===== src/hdl/splice_dec_pkg.sv =====
// Shared constants, types and helpers of the splice message decoder.
package splice_dec_pkg;
  // Clock rate and documented times with their cycle counts.
  localparam int unsigned CLK_HZ = 40_000_000;
  localparam int unsigned PULSE_S = 1;
  localparam int unsigned PULSE_CYC = PULSE_S * CLK_HZ;
  localparam int unsigned MS_PER_S = 1000;
  localparam int unsigned MS_CYC = CLK_HZ / MS_PER_S;
  localparam int unsigned CNT_W = 26;
  localparam int unsigned FIELD_CAP = 1000;
  localparam int unsigned PCT_FULL = 100;
  // Identifiers of splice insertion packets.
  localparam logic [7:0] SPLICE_DID = 8'h41;
  localparam logic [7:0] SPLICE_SDID = 8'h07;
  // Register byte addresses.
  localparam logic [7:0] A_CTRL = 8'h00;
  localparam logic [7:0] A_DTMF_LO = 8'h04;
  localparam logic [7:0] A_DTMF_HI = 8'h08;
  localparam logic [7:0] A_SPLICE_ID = 8'h0C;
  localparam logic [7:0] A_PROG_ID = 8'h10;
  localparam logic [7:0] A_DELAY = 8'h14;
  localparam logic [7:0] A_SVC2 = 8'h18;
  localparam logic [7:0] A_STATUS = 8'h1C;
  localparam logic [7:0] A_RATE = 8'h20;
  localparam logic [7:0] A_LOC = 8'h24;
  localparam logic [7:0] A_BW = 8'h28;
  // Control field positions and reset values.
  localparam int unsigned B_IGN = 0;
  localparam int unsigned B_FSID = 1;
  localparam int unsigned B_FPID = 2;
  localparam int unsigned B_ALM = 3;
  localparam int unsigned B_TYPE = 8;
  localparam int unsigned B_SVC2 = 16;
  localparam int unsigned B_DLEN = 28;
  localparam logic [31:0] CTRL_RST = 32'h0000_0308;
  localparam logic [15:0] DELAY_RST = 16'h0000;
  localparam logic [3:0] DTMF_MAX = 4'h7;
  // Message byte layout.
  localparam int unsigned M_TYPE = 0;
  localparam int unsigned M_SID = 1;
  localparam int unsigned M_PID = 3;
  localparam int unsigned M_PRE = 5;
  localparam int unsigned M_DLEN = 7;
  localparam int unsigned M_DTMF = 8;
  localparam logic [3:0] M_BYTES = 4'hF;
  // Allowed DTMF characters: the digit range, hash and asterisk.
  localparam logic [7:0] CH_0 = 8'h30;
  localparam logic [7:0] CH_9 = 8'h39;
  localparam logic [7:0] CH_HASH = 8'h23;
  localparam logic [7:0] CH_STAR = 8'h2A;
  typedef enum logic [1:0] {GRADE_VALID, GRADE_CAUTION, GRADE_ALARM} grade_t;

  // A zero byte marks an unused character slot.
  function automatic logic char_ok(input logic [7:0] c);
    return c == 8'h00 || (c >= CH_0 && c <= CH_9) || c == CH_HASH || c == CH_STAR;
  endfunction
endpackage


===== src/hdl/splice_msg_if.sv =====
// Parsed splice message handed from the parser to the decoder core.
`timescale 1ns/100ps
interface splice_msg_if;
  logic valid;
  logic [2:0] stype;
  logic [15:0] sid;
  logic [15:0] pid;
  logic [15:0] preroll_ms;
  logic [3:0] dtmf_len;
  logic [55:0] dtmf;
  modport src(output valid, stype, sid, pid, preroll_ms, dtmf_len, dtmf);
  modport dst(input valid, stype, sid, pid, preroll_ms, dtmf_len, dtmf);
endinterface


===== src/hdl/ms_countdown.sv =====
// Millisecond down counter that pulses done when the count runs out.
`timescale 1ns/100ps
module ms_countdown #(
  parameter int unsigned MS_CYC_P = splice_dec_pkg::MS_CYC
) (
  input wire logic pclk,
  input wire logic presetn,
  input wire logic start,
  input wire logic [16:0] ms,
  output logic done,
  output logic busy
);
  typedef struct packed {
    logic [splice_dec_pkg::CNT_W-1:0] pre;
    logic [16:0] left;
    logic busy;
    logic done;
  } st_t;
  st_t s_ff, nxt_s;

  // A new start reloads the count, so a later match restarts the wait.
  always_comb begin
    nxt_s = s_ff;
    nxt_s.done = 1'b0;
    if (start) begin
      nxt_s.left = ms;
      nxt_s.pre = '0;
      nxt_s.busy = 1'b1;
    end else if (s_ff.busy) begin
      if (s_ff.left == 17'h0) begin
        nxt_s.busy = 1'b0;
        nxt_s.done = 1'b1;
      end else if (s_ff.pre == splice_dec_pkg::CNT_W'(MS_CYC_P - 1)) begin
        nxt_s.pre = '0;
        nxt_s.left = s_ff.left - 17'h1;
      end else begin
        nxt_s.pre = s_ff.pre + 1'b1;
      end
    end
  end

  always_ff @(posedge pclk or negedge presetn) begin
    if (!presetn) begin
      s_ff <= '0;
    end else begin
      s_ff <= nxt_s;
    end
  end

  assign done = s_ff.done;
  assign busy = s_ff.busy;
endmodule


===== src/hdl/splice_message_gpio_decoder.sv =====
// Splice message decoder core: filters, trigger timing, status and APB registers.
//
// Register access over APB and the register addresses were chosen for this implementation.
`timescale 1ns/100ps
// Operation
// - Exact DTMF match plus splice id match gives a one second GPIO pulse.
// - Match string holds at most seven chars: digits, hash or asterisk.
// - Only enabled splice types may produce a GPIO event.
// - Splice id is compared only while its matching is forced.
// - With splice id matching on, unequal ids discard the message.
// - Program id is compared only while its matching is forced.
// - With program id matching on, unequal ids discard the message.
// - Signed millisecond delay shifts pre-roll start; default zero.
// - Ignore pre-roll fires at once, else pre-roll is waited out.
// - Status grades valid, caution, alarm; most severe one is shown.
// - Two enabled services with equal identifiers flag a valid-grade duplicate.
// - No splice packet in input raises caution.
// - Splice data with output port unconnected raises caution.
// - Splice data on both luma and chroma raises caution.
// - Decoded data lost to a slow output port raises caution.
// - Report bytes per second; zero rate alarms when alarm enabled.
// - Report line range, channel and field of decoded data.
// - Cleared alarm enable hides the stream's errors from status.
// - Report per-field ancillary bandwidth use as a percentage.
// - Splice packets are identifier 41 with secondary identifier 07.
module splice_message_gpio_decoder #(
  parameter int unsigned SEC_CYC = splice_dec_pkg::PULSE_CYC,
  parameter int unsigned MS_CYC_P = splice_dec_pkg::MS_CYC,
  parameter int unsigned FIELD_CAP = splice_dec_pkg::FIELD_CAP
) (
  input wire logic pclk,
  input wire logic presetn,
  input wire logic [7:0] paddr,
  input wire logic psel,
  input wire logic penable,
  input wire logic pwrite,
  input wire logic [31:0] pwdata,
  output logic [31:0] prdata,
  output logic pready,
  output logic pslverr,
  input wire logic anc_valid,
  input wire logic anc_sop,
  input wire logic anc_eop,
  input wire logic [7:0] anc_did,
  input wire logic [7:0] anc_sdid,
  input wire logic [7:0] anc_byte,
  input wire logic [10:0] anc_line,
  input wire logic anc_chroma,
  input wire logic anc_field2,
  output logic [7:0] dec_data,
  output logic dec_valid,
  input wire logic dec_ready,
  input wire logic dec_connected,
  output logic gpio_out
);
  localparam int unsigned W = splice_dec_pkg::CNT_W;

  typedef struct packed {
    logic [31:0] ctrl;
    logic [31:0] dtmf_lo;
    logic [31:0] dtmf_hi;
    logic [15:0] sid;
    logic [15:0] pid;
    logic [15:0] dly;
    logic [15:0] svc2;
    logic rej;
    logic [31:0] rdata;
    logic conn1;
    logic conn2;
    logic dvalid;
    logic [7:0] ddata;
    logic gpio;
    logic [W-1:0] gcnt;
    logic [W-1:0] scnt;
    logic w_seen;
    logic w_luma;
    logic w_chroma;
    logic w_nc;
    logic w_ovf;
    logic [W-1:0] w_bytes;
    logic [10:0] w_lo;
    logic [10:0] w_hi;
    logic w_ch;
    logic w_f2;
    logic [3:0] r_flags;
    logic [W-1:0] r_rate;
    logic [10:0] r_lo;
    logic [10:0] r_hi;
    logic r_ch;
    logic r_f2;
    logic fld_last;
    logic [15:0] fcnt;
    logic [7:0] bw0;
    logic [7:0] bw1;
  } st_t;
  st_t s_ff, nxt_s;

  splice_msg_if msg();
  logic cd_done;
  logic cd_busy;
  logic sel;
  logic win_end;
  logic dtmf_hit;
  logic type_hit;
  logic sid_hit;
  logic pid_hit;
  logic match;
  logic fire;
  logic cd_start;
  logic [16:0] load_ms;
  logic signed [17:0] sum_ms;
  logic dup;
  logic inactive;
  logic [7:0] flags;
  splice_dec_pkg::grade_t grade;
  logic mapped;

  splice_msg_parser u_parse (
    .pclk(pclk),
    .presetn(presetn),
    .anc_valid(anc_valid),
    .anc_sop(anc_sop),
    .anc_eop(anc_eop),
    .anc_did(anc_did),
    .anc_sdid(anc_sdid),
    .anc_byte(anc_byte),
    .msg(msg.src)
  );

  ms_countdown #(.MS_CYC_P(MS_CYC_P)) u_delay (
    .pclk(pclk),
    .presetn(presetn),
    .start(cd_start),
    .ms(load_ms),
    .done(cd_done),
    .busy(cd_busy)
  );

  // Only the first len characters take part; lengths must agree too.
  function automatic logic dtmf_eq(input logic [55:0] a, input logic [55:0] b,
                                   input logic [3:0] len);
    logic eq;
    eq = 1'b1;
    for (int i = 0; i < 7; i++) begin
      if (4'(i) < len && a[i*8 +: 8] != b[i*8 +: 8]) begin
        eq = 1'b0;
      end
    end
    return eq;
  endfunction

  // Checks the character slots of a written match word.
  function automatic logic word_ok(input logic [31:0] w, input int unsigned nch);
    logic ok;
    ok = 1'b1;
    for (int i = 0; i < 4; i++) begin
      if (i < nch && !splice_dec_pkg::char_ok(w[i*8 +: 8])) begin
        ok = 1'b0;
      end
    end
    return ok;
  endfunction

  // Share of the per-field capacity, saturated at full.
  function automatic logic [7:0] pct(input logic [15:0] cnt);
    logic [31:0] p;
    p = (32'(cnt) * splice_dec_pkg::PCT_FULL) / FIELD_CAP;
    return (p > splice_dec_pkg::PCT_FULL) ? 8'(splice_dec_pkg::PCT_FULL) : p[7:0];
  endfunction

  // Message filters: every forced comparison must hold as well.
  assign dtmf_hit = msg.dtmf_len == s_ff.dtmf_hi[splice_dec_pkg::B_DLEN +: 4]
      && dtmf_eq(msg.dtmf, {s_ff.dtmf_hi[23:0], s_ff.dtmf_lo}, msg.dtmf_len);
  assign type_hit = msg.stype <= 3'h4
      && s_ff.ctrl[splice_dec_pkg::B_TYPE + 32'(msg.stype)];
  assign sid_hit = !s_ff.ctrl[splice_dec_pkg::B_FSID] || msg.sid == s_ff.sid;
  assign pid_hit = !s_ff.ctrl[splice_dec_pkg::B_FPID] || msg.pid == s_ff.pid;
  assign match = msg.valid && dtmf_hit && type_hit && sid_hit && pid_hit;

  // Pre-roll plus signed delay, clamped so an early shift fires at once.
  assign sum_ms = $signed({2'b00, msg.preroll_ms}) + 18'($signed(s_ff.dly));
  assign load_ms = sum_ms[17] ? 17'h0 : sum_ms[16:0];
  assign cd_start = match && !s_ff.ctrl[splice_dec_pkg::B_IGN] && load_ms != 17'h0;
  assign fire = (match && !cd_start) || cd_done;

  // Window end and splice packet selection.
  assign win_end = s_ff.scnt == W'(SEC_CYC - 1);
  assign sel = anc_valid && anc_did == splice_dec_pkg::SPLICE_DID
      && anc_sdid == splice_dec_pkg::SPLICE_SDID;

  // Status grading; a cleared alarm enable hides every error.
  assign dup = s_ff.ctrl[splice_dec_pkg::B_SVC2]
      && s_ff.svc2 == {splice_dec_pkg::SPLICE_DID, splice_dec_pkg::SPLICE_SDID};
  assign inactive = s_ff.r_rate == '0;
  always_comb begin
    flags = '0;
    grade = splice_dec_pkg::GRADE_VALID;
    if (s_ff.ctrl[splice_dec_pkg::B_ALM]) begin
      flags = {s_ff.rej, inactive, s_ff.r_flags, dup, 1'b0};
      if (inactive) begin
        grade = splice_dec_pkg::GRADE_ALARM;
      end else if (s_ff.r_flags != 4'h0) begin
        grade = splice_dec_pkg::GRADE_CAUTION;
      end
    end
  end

  assign mapped = paddr <= splice_dec_pkg::A_BW && paddr[1:0] == 2'b00;

  // Next state: registers, output port, trigger pulse and monitors.
  always_comb begin
    nxt_s = s_ff;
    nxt_s.conn1 = dec_connected;
    nxt_s.conn2 = s_ff.conn1;
    if (psel && penable && pwrite) begin
      case (paddr)
        splice_dec_pkg::A_CTRL: begin
          nxt_s.ctrl = pwdata;
        end
        splice_dec_pkg::A_DTMF_LO: begin
          nxt_s.rej = !word_ok(pwdata, 4);
          if (word_ok(pwdata, 4)) begin
            nxt_s.dtmf_lo = pwdata;
          end
        end
        splice_dec_pkg::A_DTMF_HI: begin
          nxt_s.rej = !(word_ok(pwdata, 3) && pwdata[27:24] == 4'h0
              && pwdata[splice_dec_pkg::B_DLEN +: 4] <= splice_dec_pkg::DTMF_MAX);
          if (!nxt_s.rej) begin
            nxt_s.dtmf_hi = pwdata;
          end
        end
        splice_dec_pkg::A_SPLICE_ID: nxt_s.sid = pwdata[15:0];
        splice_dec_pkg::A_PROG_ID: nxt_s.pid = pwdata[15:0];
        splice_dec_pkg::A_DELAY: nxt_s.dly = pwdata[15:0];
        splice_dec_pkg::A_SVC2: nxt_s.svc2 = pwdata[15:0];
        default: nxt_s.ctrl = s_ff.ctrl;
      endcase
    end
    // Read data is captured in the setup phase so it comes from a flop.
    if (psel && !penable) begin
      case (paddr)
        splice_dec_pkg::A_CTRL: nxt_s.rdata = s_ff.ctrl;
        splice_dec_pkg::A_DTMF_LO: nxt_s.rdata = s_ff.dtmf_lo;
        splice_dec_pkg::A_DTMF_HI: nxt_s.rdata = s_ff.dtmf_hi;
        splice_dec_pkg::A_SPLICE_ID: nxt_s.rdata = {16'h0000, s_ff.sid};
        splice_dec_pkg::A_PROG_ID: nxt_s.rdata = {16'h0000, s_ff.pid};
        splice_dec_pkg::A_DELAY: nxt_s.rdata = {16'h0000, s_ff.dly};
        splice_dec_pkg::A_SVC2: nxt_s.rdata = {16'h0000, s_ff.svc2};
        splice_dec_pkg::A_STATUS: nxt_s.rdata = {20'h0, cd_busy, s_ff.gpio, flags, grade};
        splice_dec_pkg::A_RATE: nxt_s.rdata = 32'(s_ff.r_rate);
        splice_dec_pkg::A_LOC: nxt_s.rdata = {8'h00, s_ff.r_f2, s_ff.r_ch,
                                              s_ff.r_hi, s_ff.r_lo};
        splice_dec_pkg::A_BW: nxt_s.rdata = {16'h0000, s_ff.bw1, s_ff.bw0};
        default: nxt_s.rdata = 32'h0000_0000;
      endcase
    end
    // Retriggerable one second pulse.
    if (fire) begin
      nxt_s.gpio = 1'b1;
      nxt_s.gcnt = W'(SEC_CYC - 1);
    end else if (s_ff.gpio) begin
      if (s_ff.gcnt == '0) begin
        nxt_s.gpio = 1'b0;
      end else begin
        nxt_s.gcnt = s_ff.gcnt - 1'b1;
      end
    end
    // Output port: a byte that finds the holding flop still full is lost.
    if (s_ff.dvalid && dec_ready) begin
      nxt_s.dvalid = 1'b0;
    end
    if (sel) begin
      nxt_s.w_seen = 1'b1;
      nxt_s.w_bytes = s_ff.w_bytes + 1'b1;
      nxt_s.w_luma = s_ff.w_luma || !anc_chroma;
      nxt_s.w_chroma = s_ff.w_chroma || anc_chroma;
      nxt_s.w_lo = (!s_ff.w_seen || anc_line < s_ff.w_lo) ? anc_line : s_ff.w_lo;
      nxt_s.w_hi = (!s_ff.w_seen || anc_line > s_ff.w_hi) ? anc_line : s_ff.w_hi;
      nxt_s.w_ch = anc_chroma;
      nxt_s.w_f2 = anc_field2;
      if (!s_ff.conn2) begin
        nxt_s.w_nc = 1'b1;
      end else if (s_ff.dvalid && !dec_ready) begin
        nxt_s.w_ovf = 1'b1;
      end else begin
        nxt_s.dvalid = 1'b1;
        nxt_s.ddata = anc_byte;
      end
    end
    // One second window: counts become the reported rate and flags.
    if (win_end) begin
      nxt_s.scnt = '0;
      nxt_s.r_rate = s_ff.w_bytes;
      nxt_s.r_flags = {s_ff.w_ovf, s_ff.w_luma && s_ff.w_chroma, s_ff.w_nc,
                       !s_ff.w_seen};
      nxt_s.r_lo = s_ff.w_lo;
      nxt_s.r_hi = s_ff.w_hi;
      nxt_s.r_ch = s_ff.w_ch;
      nxt_s.r_f2 = s_ff.w_f2;
      // A byte on the window's last cycle opens the next window, so no event is lost.
      nxt_s.w_seen = sel;
      nxt_s.w_luma = sel && !anc_chroma;
      nxt_s.w_chroma = sel && anc_chroma;
      nxt_s.w_nc = sel && !s_ff.conn2;
      nxt_s.w_ovf = sel && s_ff.conn2 && s_ff.dvalid && !dec_ready;
      nxt_s.w_bytes = W'(sel);
      nxt_s.w_lo = anc_line;
      nxt_s.w_hi = anc_line;
    end else begin
      nxt_s.scnt = s_ff.scnt + 1'b1;
    end
    // Field bandwidth is settled when the field flag flips.
    if (anc_valid) begin
      if (anc_field2 != s_ff.fld_last) begin
        if (s_ff.fld_last) begin
          nxt_s.bw1 = pct(s_ff.fcnt);
        end else begin
          nxt_s.bw0 = pct(s_ff.fcnt);
        end
        nxt_s.fcnt = 16'h0001;
        nxt_s.fld_last = anc_field2;
      end else if (s_ff.fcnt != 16'hFFFF) begin
        nxt_s.fcnt = s_ff.fcnt + 16'h0001;
      end
    end
  end

  // Reset loads constants only.
  always_ff @(posedge pclk or negedge presetn) begin
    if (!presetn) begin
      s_ff <= '0;
      s_ff.ctrl <= splice_dec_pkg::CTRL_RST;
      s_ff.dly <= splice_dec_pkg::DELAY_RST;
    end else begin
      s_ff <= nxt_s;
    end
  end

  // Zero wait state slave; unmapped addresses answer with an error.
  assign pready = 1'b1;
  assign pslverr = psel && penable && !mapped;
  assign prdata = s_ff.rdata;
  assign dec_data = s_ff.ddata;
  assign dec_valid = s_ff.dvalid;
  assign gpio_out = s_ff.gpio;
endmodule


===== src/hdl/splice_msg_parser.sv =====
// Collects splice packet payload bytes into one parsed message.
`timescale 1ns/100ps
module splice_msg_parser (
  input wire logic pclk,
  input wire logic presetn,
  input wire logic anc_valid,
  input wire logic anc_sop,
  input wire logic anc_eop,
  input wire logic [7:0] anc_did,
  input wire logic [7:0] anc_sdid,
  input wire logic [7:0] anc_byte,
  splice_msg_if.src msg
);
  typedef struct packed {
    logic [119:0] pay;
    logic [3:0] idx;
    logic vld;
  } st_t;
  st_t s_ff, nxt_s;

  // Short packets are dropped; bytes past the layout are ignored.
  always_comb begin
    logic [3:0] k;
    k = anc_sop ? 4'h0 : s_ff.idx;
    nxt_s = s_ff;
    nxt_s.vld = 1'b0;
    if (anc_valid && anc_did == splice_dec_pkg::SPLICE_DID
        && anc_sdid == splice_dec_pkg::SPLICE_SDID) begin
      if (k < splice_dec_pkg::M_BYTES) begin
        nxt_s.pay[k*8 +: 8] = anc_byte;
        nxt_s.idx = k + 4'h1;
      end
      nxt_s.vld = anc_eop && k >= splice_dec_pkg::M_BYTES - 4'h1;
    end
  end

  always_ff @(posedge pclk or negedge presetn) begin
    if (!presetn) begin
      s_ff <= '0;
    end else begin
      s_ff <= nxt_s;
    end
  end

  // Multi-byte fields arrive most significant byte first.
  assign msg.valid = s_ff.vld;
  assign msg.stype = s_ff.pay[splice_dec_pkg::M_TYPE*8 +: 3];
  assign msg.sid = {s_ff.pay[splice_dec_pkg::M_SID*8 +: 8],
                    s_ff.pay[(splice_dec_pkg::M_SID+1)*8 +: 8]};
  assign msg.pid = {s_ff.pay[splice_dec_pkg::M_PID*8 +: 8],
                    s_ff.pay[(splice_dec_pkg::M_PID+1)*8 +: 8]};
  assign msg.preroll_ms = {s_ff.pay[splice_dec_pkg::M_PRE*8 +: 8],
                           s_ff.pay[(splice_dec_pkg::M_PRE+1)*8 +: 8]};
  assign msg.dtmf_len = s_ff.pay[splice_dec_pkg::M_DLEN*8 +: 4];
  assign msg.dtmf = s_ff.pay[splice_dec_pkg::M_DTMF*8 +: 56];
endmodule

===== config.mk =====
export PLATFORM = sky130hd
export DESIGN_NAME = splice_message_gpio_decoder
export DESIGN_NICKNAME = d
export VERILOG_FILES = /design/src/hdl/splice_dec_pkg.sv /design/src/hdl/splice_msg_if.sv /design/src/hdl/ms_countdown.sv /design/src/hdl/splice_message_gpio_decoder.sv /design/src/hdl/splice_msg_parser.sv
export SDC_FILE = /design/constraint.sdc
export NUM_CORES = 1
export LEC_CHECK = 0
export BUFFER_PORTS_ARGS = -buffer_cell sky130_fd_sc_hd__buf_4
export CORE_MARGIN = 2
export CORE_UTILIZATION = 40
export CTS_CLUSTER_DIAMETER = 40
export DETAILED_ROUTE_END_ITERATION = 8
export GPL_TIMING_DRIVEN = 0
export PLACE_DENSITY = 0.54
export SYNTH_ARGS = -nofsm -noshare
export SYNTH_HDL_FRONTEND = slang
export SYNTH_SLANG_ARGS = --single-unit

===== constraint.sdc =====
create_clock -name pclk -period 13.5 [get_ports pclk]
set_input_delay 1.35 -clock pclk [delete_from_list [all_inputs] [get_ports pclk]]
set_output_delay 1.35 -clock pclk [all_outputs]
set_load 0.05 [all_outputs]

---- Word level (Yosys, flattened, before mapping) ----
Index checks and enable logic that the tools add are counted.
operators by class
  equal/unequal tests ..................... 38
  magnitude comparators ................... 24
  reductions and logical operators ........ 114
  div/mod/pow operators ................... 1
  add/subtract/negate cells ............... 10
  muxes and demuxes ....................... 53
  shift-type cells ........................ 2
  multiply operators ...................... 1
  bitwise logic cells ..................... 2
operators with widths
  kind                                                                                  count
  32-bit case mux with 11 select lines                                                  1
  120-bit bitwise mux                                                                   1
  8-bit by 34-bit variable shift with 120-bit output (first input constant)             1
  8-bit by 34-bit indexed part select with 120-bit output                               1
  8-bit by 6-bit equality test with 1-bit output (second input constant)                11
  26-bit by 1-bit adder with 26-bit output (second input constant)                      3
  26-bit 2-to-1 mux                                                                     3
  8-bit inequality test                                                                 7
  55-bit 2-to-1 mux                                                                     1
  27-bit 2-to-1 mux                                                                     2
  53-bit 2-to-1 mux                                                                     1
  26-bit zero test                                                                      2
  45-bit 2-to-1 mux                                                                     1
  44-bit 2-to-1 mux                                                                     1
  43-bit 2-to-1 mux                                                                     1
  8-bit by 6-bit <= comparator with 1-bit output (second input constant)                5
  1-bit logical AND                                                                     40
  8-bit zero test                                                                       5
  17-bit 2-to-1 mux                                                                     2
  7-bit negation with 34-bit output                                                     1
  23-bit by 10-bit divider with 32-bit output (second input constant)                   1
  16-bit equality test                                                                  2
  8-bit by 5-bit equality test with 1-bit output (second input constant)                4
  8-bit by 6-bit greater-or-equal comparator with 1-bit output (second input constant)  4
  49 further kinds                                                                      144
storage, ports and cells
  latch bits .............................. 0
  logic and storage cells ................. 288
  output and inout bits ................... 44
  bits in read-only memories .............. 0
  bits in registers ....................... 569
  memories kept ........................... 0
  RAM bits ................................ 0
  input port bits ......................... 87

---- Longest topological paths before layout ----
Gate-level depths: netlist of the first run.
  depth in word-level cells ............... 21
  gate-level depth with buffers ........... 50
  depth with buffers taken out ............ 43

---- Hierarchy ----
A second synthesis of the first run with hierarchy kept.
second synthesis, totals
  cell total of the unflattened synthesis .. 3411
  area, all modules ....................... 33906.3 sq um
modules (own cells, without submodules)
  module                       sequential area each (sq um)  area an instance (sq um)  instances  cells an instance
  splice_message_gpio_decoder  9988.3                        25502.0                   1          2667
  splice_msg_parser            2902.8                        5765.5                    1          454
  ms_countdown                 1126.1                        2638.8                    1          290

---- Worst setup path after synthesis of the first run ----
No wires, ideal clock.
  path kind ............................... register to register
  start ................................... reg s_ff[24] in the netlist's numbering
  end ..................................... reg s_ff[8] in the netlist's numbering
  path buffers ............................ 6
  clock period less this slack ............ 11461 ps
  cell stages (with the launch flop) ...... 50
  data arrival time ....................... 11395 ps
  path slack .............................. 2039 ps
  data required time ...................... 13434 ps
  library setup time ...................... 66 ps
  cells stage by stage .................... dfrtp_1 -> ha_1 -> ha_1 -> inv_1 -> fa_1 -> inv_1 -> ha_1 -> buf_2 -> and4_4 -> and3_4 -> a211oi_4 -> o21bai_4 -> xnor2_2 -> or4_1 -> buf_2 -> nor2_2 -> a31oi_4 -> a211oi_4 -> (+14 left out) -> a41oi_1 -> a221oi_2 -> and2_1 -> buf_6 -> o22ai_1 -> nand2b_1 -> nor4b_2 -> mux2i_1 -> o31ai_1 -> a311oi_2 -> and2_2 -> nor2_1 -> a2111oi_2 -> nand3_1 -> or3_1 -> a41oi_2 -> a32oi_1 -> nand2_1
on the way
  longest elaborated chain between the ends .. 4
RTL lines
  item                                               RTL line                            RTL
  from (decl)                                        splice_message_gpio_decoder.sv:96   st_t s_ff, nxt_s;
  from (signal assigned)                             splice_message_gpio_decoder.sv:336  s_ff <= nxt_s;
  16-bit by 5-bit multiplier with 21-bit output (*)  splice_message_gpio_decoder.sv:167  p = (32'(cnt) * splice_dec_pkg::PCT_FULL) / FIELD_CAP;
  23-bit by 10-bit divider with 32-bit output (*)    splice_message_gpio_decoder.sv:167
  32-bit by 7-bit > comparator with 1-bit output     splice_message_gpio_decoder.sv:168  return (p > splice_dec_pkg::PCT_FULL) ? 8'(splice_dec_pkg::PCT_FULL) : p[7:0];
  8-bit 2-to-1 mux (*)                               splice_message_gpio_decoder.sv:168
Mark *: on every way between the ends. The rest lies on a longest branch, timed or not.
A chain may end at the register's enable or synchronous reset.

---- Worst setup path after layout of the first run ----
  start ................................... reg s_ff[24] in the netlist's numbering
  end ..................................... reg s_ff[0] in the netlist's numbering
Same word-level chain as after synthesis.

==> results of run 1 <==
## power breakdown
group | internal, mW | switching [mW]
Clock | 1.65 | 0.937
Sequential | 1.70 | 0.0251
Combinational | 0.232 | 0.412
Total | 3.58 | 1.37
## flip-flops by register name, summed over array words and instances, names as in the netlist
name and cells:
u_parse.msg.preroll_ms 16, u_parse.msg.stype 3, u_parse.msg.dtmf_len 4, dec_data 8
u_delay.busy 1, u_parse.msg.valid 1, u_parse.s_ff 4, u_delay.done 1
dec_valid 1, u_parse.msg.sid 16, u_parse.msg.dtmf 56, gpio_out 1
nxt_s 1, u_delay.s_ff 43, u_parse.msg.pid 16, prdata 32
s_ff 356
## kinds of logic after synthesis
family,after synthesis,share of synthesized area
flops,560,0.427
fa+ha+maj,119,0.0479
mux,230,0.0792
buf+inv,268,0.0369
other cells,1,0.000114
simple gates,1220,0.179
xor+xnor,246,0.0663
compound gates,750,0.163
## what timing repair did
action	CTS	global route
setup buffers	0	11
gates resized for setup	1	46
endpoints found under the hold margin	0	0
setup endpoints to repair	2	6
pin swaps	0	7
## area by class of cell
| type | count | area [um^2] | share of cell area |
|---|---|---|---|
| clock inverter | 56 | 611 | 0.0156 |
| tap | 1070 | 1340 | 0.0343 |
| antenna | 2 | 5.00 | 0.000128 |
| timing repair buffer | 135 | 1120 | 0.0287 |
| multi-input combinational | 2566 | 17900 | 0.457 |
| sequential | 560 | 14000 | 0.359 |
| buffer | 176 | 867 | 0.0222 |
| inverter | 92 | 345 | 0.00884 |
| clock buffer | 131 | 2920 | 0.0746 |
## per-stage QoR
step                       util  hold slack, ns
after detailed placement  0.431           0.358
after global routing      0.478           0.394
final                     0.478           0.368
after global placement    0.429           0.365
after floorplan               -           0.331
after CTS                 0.474           0.375
## final timing paths
path,start,endpoint,slack (ns),cells after the start
max in group asynchronous,presetn,s_ff[386]$_DFFE_PN0P_,11.51,3
min in group asynchronous,presetn,u_delay.s_ff[35]$_DFFE_PN0P_,0.58,1
worst min-delay path,nxt_s[204]$_DFF_PN0_,s_ff[204]$_DFF_PN0_,0.37,0
worst max-delay path,s_ff[24]$_DFFE_PN0P_,s_ff[0]$_DFFE_PN0P_,0.84,46
worst max register to register,s_ff[24]$_DFFE_PN0P_,s_ff[0]$_DFFE_PN0P_,0.84,46
worst min register to register,nxt_s[204]$_DFF_PN0_,s_ff[204]$_DFF_PN0_,0.37,0
## per-layer routing
layer | vias up | wire length (um) | track usage
met5 | - | 13 | 0
met4 | 2 | 3570 | 0.0872
met3 | 209 | 7270 | 0.0482
met2 | 871 | 47600 | 0.387
met1 | 13400 | 47000 | 0.344
li1 | 12800 | - | -
## cells in the final DEF, fill, tap and decap left out, drive strengths merged, types with 13 or more instances in the layout
master	instances
nand3b	15
or4	18
and2	45
dfrtp	557
nor4b	13
and3	56
nand2b	39
a221oi	38
o21a	24
clkinv	24
mux2	210
a221o	13
a22oi	33
a222oi	16
o22ai	13
xor2	133
inv	107
nand2	446
nor4	57
a31oi	55
xnor2	113
nand4	34
a211oi	24
clkbuf	243
nor3	66
or2	15
nor2	251
nor2b	20
nand3	99
a21oi	98
ha	103
buf	199
o21ai	250
or3	27
o31ai	23
a21o	22
mux2i	19
a22o	18
o211ai	23
## worst reg2reg max path, delay by kind of cell, from the launching register on
kind,cells,cell delay [ns]
flip-flops,1,0.44
multiplexers,1,0.37
adder cells (fa/ha/maj),4,1.41
XOR/XNOR,1,0.21
AND/OR/NAND/NOR,17,4.20
AO/OA/AOI/OAI,16,5.03
buffers and inverters,7,0.93
==> flow_results.xml, run 1 <==
<?xml version="1.0" encoding="UTF-8"?>
<metrics>
  <group name="critical_path">
    <metric name="cpPeakStageDelay" unit="ns">0.59</metric>
    <metric name="cp_num_buf_inv" unit="">7</metric>
    <metric name="worst-endpoint-required" unit="ns">14.08</metric>
    <metric name="timing.critical_path.fanout_max" unit="">10</metric>
    <metric name="cp_top_delay_family" unit="">compound AO/OA/AOI/OAI gates</metric>
    <metric name="critical_path.endpoint_type" unit="">flip-flop</metric>
    <metric name="critPathLaunchType" unit="">flip-flop</metric>
    <metric name="cpMaxStageDelayCell" unit="">a21oi_1</metric>
    <metric name="timing.critical_path.arrival" unit="ns">13.24</metric>
    <metric name="setup.worst_path.class" unit="">reg -&gt; reg</metric>
  </group>
  <group name="outcome">
    <metric name="outcome" unit="">complete, no violations</metric>
  </group>
  <group name="global_route">
    <metric name="overall_global_routing_usage" unit="">0.248</metric>
    <metric name="grt_max_degree" unit="">120</metric>
    <metric name="first_pass_grt_wire_length" unit="um">163000</metric>
    <metric name="antenna_violations_before_repair" unit="">4</metric>
    <metric name="globalRoute.totalOverflow" unit="">0</metric>
    <metric name="first_global_vias" unit="">26500</metric>
  </group>
  <group name="die">
    <metric name="initial_core_util" unit="">0.402</metric>
    <metric name="io_pins" unit="">131</metric>
    <metric name="die_x" unit="um">290</metric>
    <metric name="core_area" unit="um^2">81700</metric>
    <metric name="row_count" unit="">105</metric>
    <metric name="die_h" unit="um">290</metric>
    <metric name="die_area" unit="um^2">84300</metric>
  </group>
  <group name="synthesis">
    <metric name="synth_area" unit="um^2">32800</metric>
    <metric name="postSynth.asyncResetShare" unit="">1.00</metric>
    <metric name="synth_nets" unit="">3596</metric>
    <metric name="yosys.cell_count.top_type" unit="">dfrtp_1</metric>
    <metric name="netlist-cell-type-count" unit="">134</metric>
    <metric name="synth-warning-count" unit="">0</metric>
    <metric name="synthTopCellsByCount" unit="">dfrtp_1 (557), nand2_1 (446), nor2_1 (247), o21ai_0 (231), mux2_2 (208)</metric>
    <metric name="synth_edf_count" unit="">0</metric>
    <metric name="yosys-top-cells-area" unit="">dfrtp_1 (42%), mux2_2 (7.1%), nand2_1 (5.1%)</metric>
    <metric name="seq_area_frac_synth" unit="">0.427</metric>
    <metric name="synth.avg_cell_area" unit="um^2">9.67</metric>
    <metric name="synth_seq_cells" unit="">560</metric>
    <metric name="syn-instance-count" unit="">3394</metric>
    <metric name="post-synth-top-area-fraction" unit="">0.425</metric>
    <metric name="yosysTopAreaCell" unit="">dfrtp_1</metric>
    <metric name="synth_ff_type" unit="">dfrtp_1</metric>
  </group>
  <group name="clock_network">
    <metric name="htreeDepth" unit="">3</metric>
    <metric name="cts_hold_buf" unit="">0</metric>
    <metric name="cts_tree" unit="">yes</metric>
    <metric name="later_pin_clock_latency_in_the_skew_report" unit="ns">0.66</metric>
    <metric name="clkSlewWorstSetupHoldPaths" unit="ns">0.05</metric>
    <metric name="cts_root_buf" unit="">clkbuf_16</metric>
    <metric name="cts_buffers" unit="">103</metric>
    <metric name="clockBufferDepth" unit="">3</metric>
    <metric name="cts_sinks" unit="">560</metric>
  </group>
  <group name="sta">
    <metric name="final.min_clock_period" unit="ns">12.66</metric>
    <metric name="worst_slew_margin_relative_to_its_limit" unit="">0.240</metric>
    <metric name="max_freq" unit="MHz">79.0</metric>
    <metric name="final_max_slew_viol_count" unit="">0</metric>
    <metric name="final_hold_vios" unit="">0</metric>
    <metric name="max_slew.worst_pin.slew" unit="ns">1.14</metric>
    <metric name="final_critical_path_setup_slack" unit="ns">0.838</metric>
    <metric name="final.setup_skew" unit="ns">0.0238</metric>
    <metric name="min_period_over_period" unit="">0.938</metric>
    <metric name="tns" unit="ns">0</metric>
    <metric name="finalSetupViolCount" unit="">0</metric>
  </group>
  <group name="drt">
    <metric name="routedWlPerCell" unit="um">22.0</metric>
    <metric name="firstDrtPassIters" unit="">6</metric>
    <metric name="vias" unit="">27200</metric>
    <metric name="drc" unit="">0</metric>
    <metric name="drt_iter0_markers" unit="">2178</metric>
    <metric name="ant_nets" unit="">0</metric>
    <metric name="wl" unit="um">105000</metric>
    <metric name="drt-vias-per-instance" unit="">5.68</metric>
  </group>
  <group name="place">
    <metric name="io_buffers" unit="">119</metric>
    <metric name="gp_routability_congestion" unit="">0.936</metric>
    <metric name="numPlacedInstances" unit="">4588</metric>
    <metric name="dpl.hpwl" unit="um">79400</metric>
    <metric name="placement.cell_area" unit="um^2">35200</metric>
    <metric name="placement.setup.worst_slack" unit="ns">0.0331</metric>
  </group>
  <group name="power">
    <metric name="ir_worst_vdd" unit="mV">0.107</metric>
    <metric name="p_per_area" unit="nW/um^2">127</metric>
    <metric name="total_power" unit="mW">4.96</metric>
    <metric name="p_leak" unit="nW">18.3</metric>
  </group>
  <group name="cells_and_area">
    <metric name="fillerInstances" unit="">7850</metric>
    <metric name="finish.net_count" unit="">3836</metric>
    <metric name="finish.cell_count_without_fillers" unit="">4788</metric>
    <metric name="design_area_final" unit="um^2">39100</metric>
    <metric name="area_growth_from_synthesis_to_layout" unit="%">19.1</metric>
    <metric name="fraction_of_final_layout_cells_sized_beyond_drive_strength_1" unit="">0.190</metric>
  </group>
  <group name="job">
    <metric name="number_of_maximum_capacitance_violations" unit="">0</metric>
  </group>
  <group name="min_path">
    <metric name="hold_path_class" unit="">reg -&gt; reg</metric>
  </group>
</metrics>
Power figures use the tool's default switching activity.
==> run 2, diff against run 1 <==
Settings changed: ABC_CLOCK_PERIOD_IN_PS set to 13500, CTS_BUF_LIST set to sky130_fd_sc_hd__clkbuf_4.
==> flow_results.xml, run 2 (same netlist as run 1, synthesis figures left out) <==
<?xml version="1.0" encoding="UTF-8"?>
<metrics>
  <group name="die">
    <metric name="die_h" unit="um">290</metric>
    <metric name="die_area" unit="um^2">84300</metric>
    <metric name="row_count" unit="">105</metric>
    <metric name="core_area" unit="um^2">81700</metric>
    <metric name="initial_core_util" unit="">0.402</metric>
    <metric name="die_x" unit="um">290</metric>
    <metric name="io_pins" unit="">131</metric>
  </group>
  <group name="critical_path">
    <metric name="worst_r2r_path_depth" unit="">49</metric>
    <metric name="timing.critical_path.fanout_max" unit="">10</metric>
    <metric name="critPathLaunchType" unit="">flip-flop</metric>
    <metric name="critical_path.endpoint_type" unit="">flip-flop</metric>
    <metric name="cpPeakStageDelay" unit="ns">0.56</metric>
    <metric name="worstReg2RegStart" unit="">s_ff[24]$_DFFE_PN0P_</metric>
    <metric name="setup.worst_path.class" unit="">reg -&gt; reg</metric>
    <metric name="cpMaxStageDelayCell" unit="">or4_4</metric>
    <metric name="regToRegSetupSlack" unit="ns">0.80</metric>
    <metric name="worst-endpoint-required" unit="ns">14.39</metric>
    <metric name="critical_path.endpoint" unit="">s_ff[0]$_DFFE_PN0P_</metric>
    <metric name="reg2reg_to" unit="">s_ff[0]$_DFFE_PN0P_</metric>
    <metric name="timing.critical_path.arrival" unit="ns">13.59</metric>
    <metric name="worstSetupStartpoint" unit="">s_ff[24]$_DFFE_PN0P_</metric>
  </group>
  <group name="sta">
    <metric name="final.min_clock_period" unit="ns">12.70</metric>
    <metric name="finalSetupViolCount" unit="">0</metric>
    <metric name="final_max_slew_viol_count" unit="">0</metric>
    <metric name="final_hold_vios" unit="">0</metric>
    <metric name="max_freq" unit="MHz">78.8</metric>
    <metric name="max_slew.worst_pin.slew" unit="ns">1.16</metric>
    <metric name="final_critical_path_setup_slack" unit="ns">0.803</metric>
    <metric name="worst_slew_margin_relative_to_its_limit" unit="">0.226</metric>
    <metric name="worst_hold_check_slack" unit="ns">0.207</metric>
    <metric name="final.setup_skew" unit="ns">0.0762</metric>
    <metric name="min_period_over_period" unit="">0.941</metric>
  </group>
  <group name="place">
    <metric name="io_buffers" unit="">119</metric>
    <metric name="numPlacedInstances" unit="">4588</metric>
    <metric name="dpl.hpwl" unit="um">79400</metric>
    <metric name="gp_routability_congestion" unit="">0.936</metric>
    <metric name="placement.setup.worst_slack" unit="ns">0.0331</metric>
  </group>
  <group name="global_route">
    <metric name="groute.layer.met1.usage" unit="">0.342</metric>
    <metric name="overall_global_routing_usage" unit="">0.250</metric>
    <metric name="globalRoute.totalOverflow" unit="">0</metric>
    <metric name="use_met3" unit="">0.0551</metric>
    <metric name="first_pass_grt_wire_length" unit="um">163000</metric>
    <metric name="grt_max_degree" unit="">120</metric>
    <metric name="antenna_violations_before_repair" unit="">5</metric>
    <metric name="grt.busiest_layer" unit="">met2</metric>
    <metric name="met2_usage" unit="">0.388</metric>
    <metric name="first_global_vias" unit="">27000</metric>
  </group>
  <group name="cells_and_area">
    <metric name="commonest_non_fill_non_tap_cell_in_the_layout" unit="">dfrtp_1</metric>
    <metric name="largest_register" unit="">s_ff</metric>
    <metric name="mostFrequentLayoutCells" unit="">dfrtp_1 (556), nand2_1 (445), nor2_1 (244), clkbuf_4 (235), o21ai_0 (231)</metric>
    <metric name="final_core_utilization" unit="">0.461</metric>
    <metric name="finish.cell_count_without_fillers" unit="">4888</metric>
    <metric name="largest_reg_flops" unit="">356</metric>
    <metric name="fraction_of_final_layout_cells_sized_beyond_drive_strength_1" unit="">0.203</metric>
    <metric name="fillerInstances" unit="">8035</metric>
    <metric name="finish.net_count" unit="">3895</metric>
    <metric name="area_growth_from_synthesis_to_layout" unit="%">14.8</metric>
  </group>
  <group name="clock_network">
    <metric name="htreeDepth" unit="">4</metric>
    <metric name="cts_hold_buf" unit="">0</metric>
    <metric name="clockBufferDepth" unit="">3</metric>
    <metric name="later_pin_clock_latency_in_the_skew_report" unit="ns">1.01</metric>
    <metric name="cts_sinks" unit="">560</metric>
    <metric name="cts_root_buf" unit="">clkbuf_4</metric>
    <metric name="cts_buffers" unit="">162</metric>
    <metric name="clkSlewWorstSetupHoldPaths" unit="ns">0.06</metric>
    <metric name="cts_tree" unit="">yes</metric>
  </group>
  <group name="drt">
    <metric name="ant_nets" unit="">0</metric>
    <metric name="drt-vias-per-instance" unit="">5.64</metric>
    <metric name="wl" unit="um">106000</metric>
    <metric name="drt_iter0_markers" unit="">2012</metric>
    <metric name="drc" unit="">0</metric>
    <metric name="routedWlPerCell" unit="um">21.6</metric>
    <metric name="firstDrtPassIters" unit="">8</metric>
    <metric name="vias" unit="">27600</metric>
  </group>
  <group name="min_path">
    <metric name="hold_path_class" unit="">in -&gt; async</metric>
  </group>
  <group name="power">
    <metric name="p_leak" unit="nW">17.8</metric>
    <metric name="ir_worst_vdd" unit="mV">0.0675</metric>
    <metric name="total_power" unit="mW">4.01</metric>
    <metric name="p_per_area" unit="nW/um^2">107</metric>
  </group>
  <group name="job">
    <metric name="number_of_maximum_capacitance_violations" unit="">0</metric>
  </group>
  <group name="outcome">
    <metric name="outcome" unit="">complete, no violations</metric>
  </group>
</metrics>
==> run 2: cell types whose count changed in the layout (fill, tap and decap cells not counted), moves of 3 or more <==
cell	before	now
clkbuf_4	0	235
clkbuf_1	117	110
clkinvlp_4	11	1
clkinv_2	12	6
clkbuf_8	19	0
clkinv_1	0	33
inv_8	3	0
clkbuf_16	105	0
inv_6	12	0
clkinv_8	3	0
clkinv_4	8	1
diode_2	2	7
==> run 2: layer usage <==
layer / share of wire / wire, um
met1: 0.45 / 47300
met2: 0.45 / 47900
met3: 0.069 / 7260
met4: 0.031 / 3300
met5: 0.00012 / 13
==> run 2: repair_timing <==
item	CTS	global route
resized for setup	1	46
setup endpoints to repair	2	6
cloned	0	0
pin swaps	0	6
hold endpoints to repair	0	0
buffers inserted	0	11
==> run 2: final cells by class <==
class | instances | area, um^2 | share of cell area
multi-input cells | 2566 | 17900 | 0.474
clock inverters | 47 | 324 | 0.00860
well taps | 1070 | 1340 | 0.0355
plain buffers | 176 | 867 | 0.0230
diodes | 7 | 17.5 | 0.000465
inverters | 92 | 345 | 0.00917
clock buffers | 235 | 1760 | 0.0468
flip-flops and latches | 560 | 14000 | 0.372
repair buffers | 135 | 1120 | 0.0298
==> run 2: per-stage QoR <==
| stage | instance area (um^2) | setup TNS [ns] |
|---|---|---|
| after floorplan | 32800 | 0 |
| after global placement | 35000 | -0.0412 |
| after detailed placement | 35200 | 0 |
| after CTS | 37300 | 0 |
| after global routing | 37700 | -0.0308 |
| final | 37700 | 0 |
==> run 2: worst min-delay path by stage <==
stage | startpoint | endpoint | slack [ns] | depth (start not counted)
floorplan | nxt_s[204]$_DFF_PN0_ | s_ff[204]$_DFF_PN0_ | 0.33 | 0
global placement | nxt_s[204]$_DFF_PN0_ | s_ff[204]$_DFF_PN0_ | 0.37 | 0
detailed placement | nxt_s[204]$_DFF_PN0_ | s_ff[204]$_DFF_PN0_ | 0.36 | 0
CTS | presetn | u_delay.s_ff[35]$_DFFE_PN0P_ | 0.11 | 1
global route | presetn | u_delay.s_ff[35]$_DFFE_PN0P_ | 0.13 | 1
finish | presetn | u_delay.s_ff[35]$_DFFE_PN0P_ | 0.21 | 1
==> run 2: worst max-delay path, delay by kind of cell, from the launching register on <==
family	cells	cell delay (ns)
AOI/OAI and AO/OA	18	4.54
xor gates and xnor gates	1	0.21
adders and majority gates	4	1.41
buffers and inverters	8	1.06
DFF	1	0.45
muxes	2	0.75
and+or+nand+nor	16	4.17
==> run 2: power by group <==
group / total, mW / leakage (nW) / switching, mW / internal, mW
Sequential: 1.72 / 7.64 / 0.0250 / 1.70
Clock: 1.65 / 1.24 / 0.756 / 0.890
Combinational: 0.644 / 8.96 / 0.413 / 0.232
Total: 4.01 / 17.8 / 1.19 / 2.82
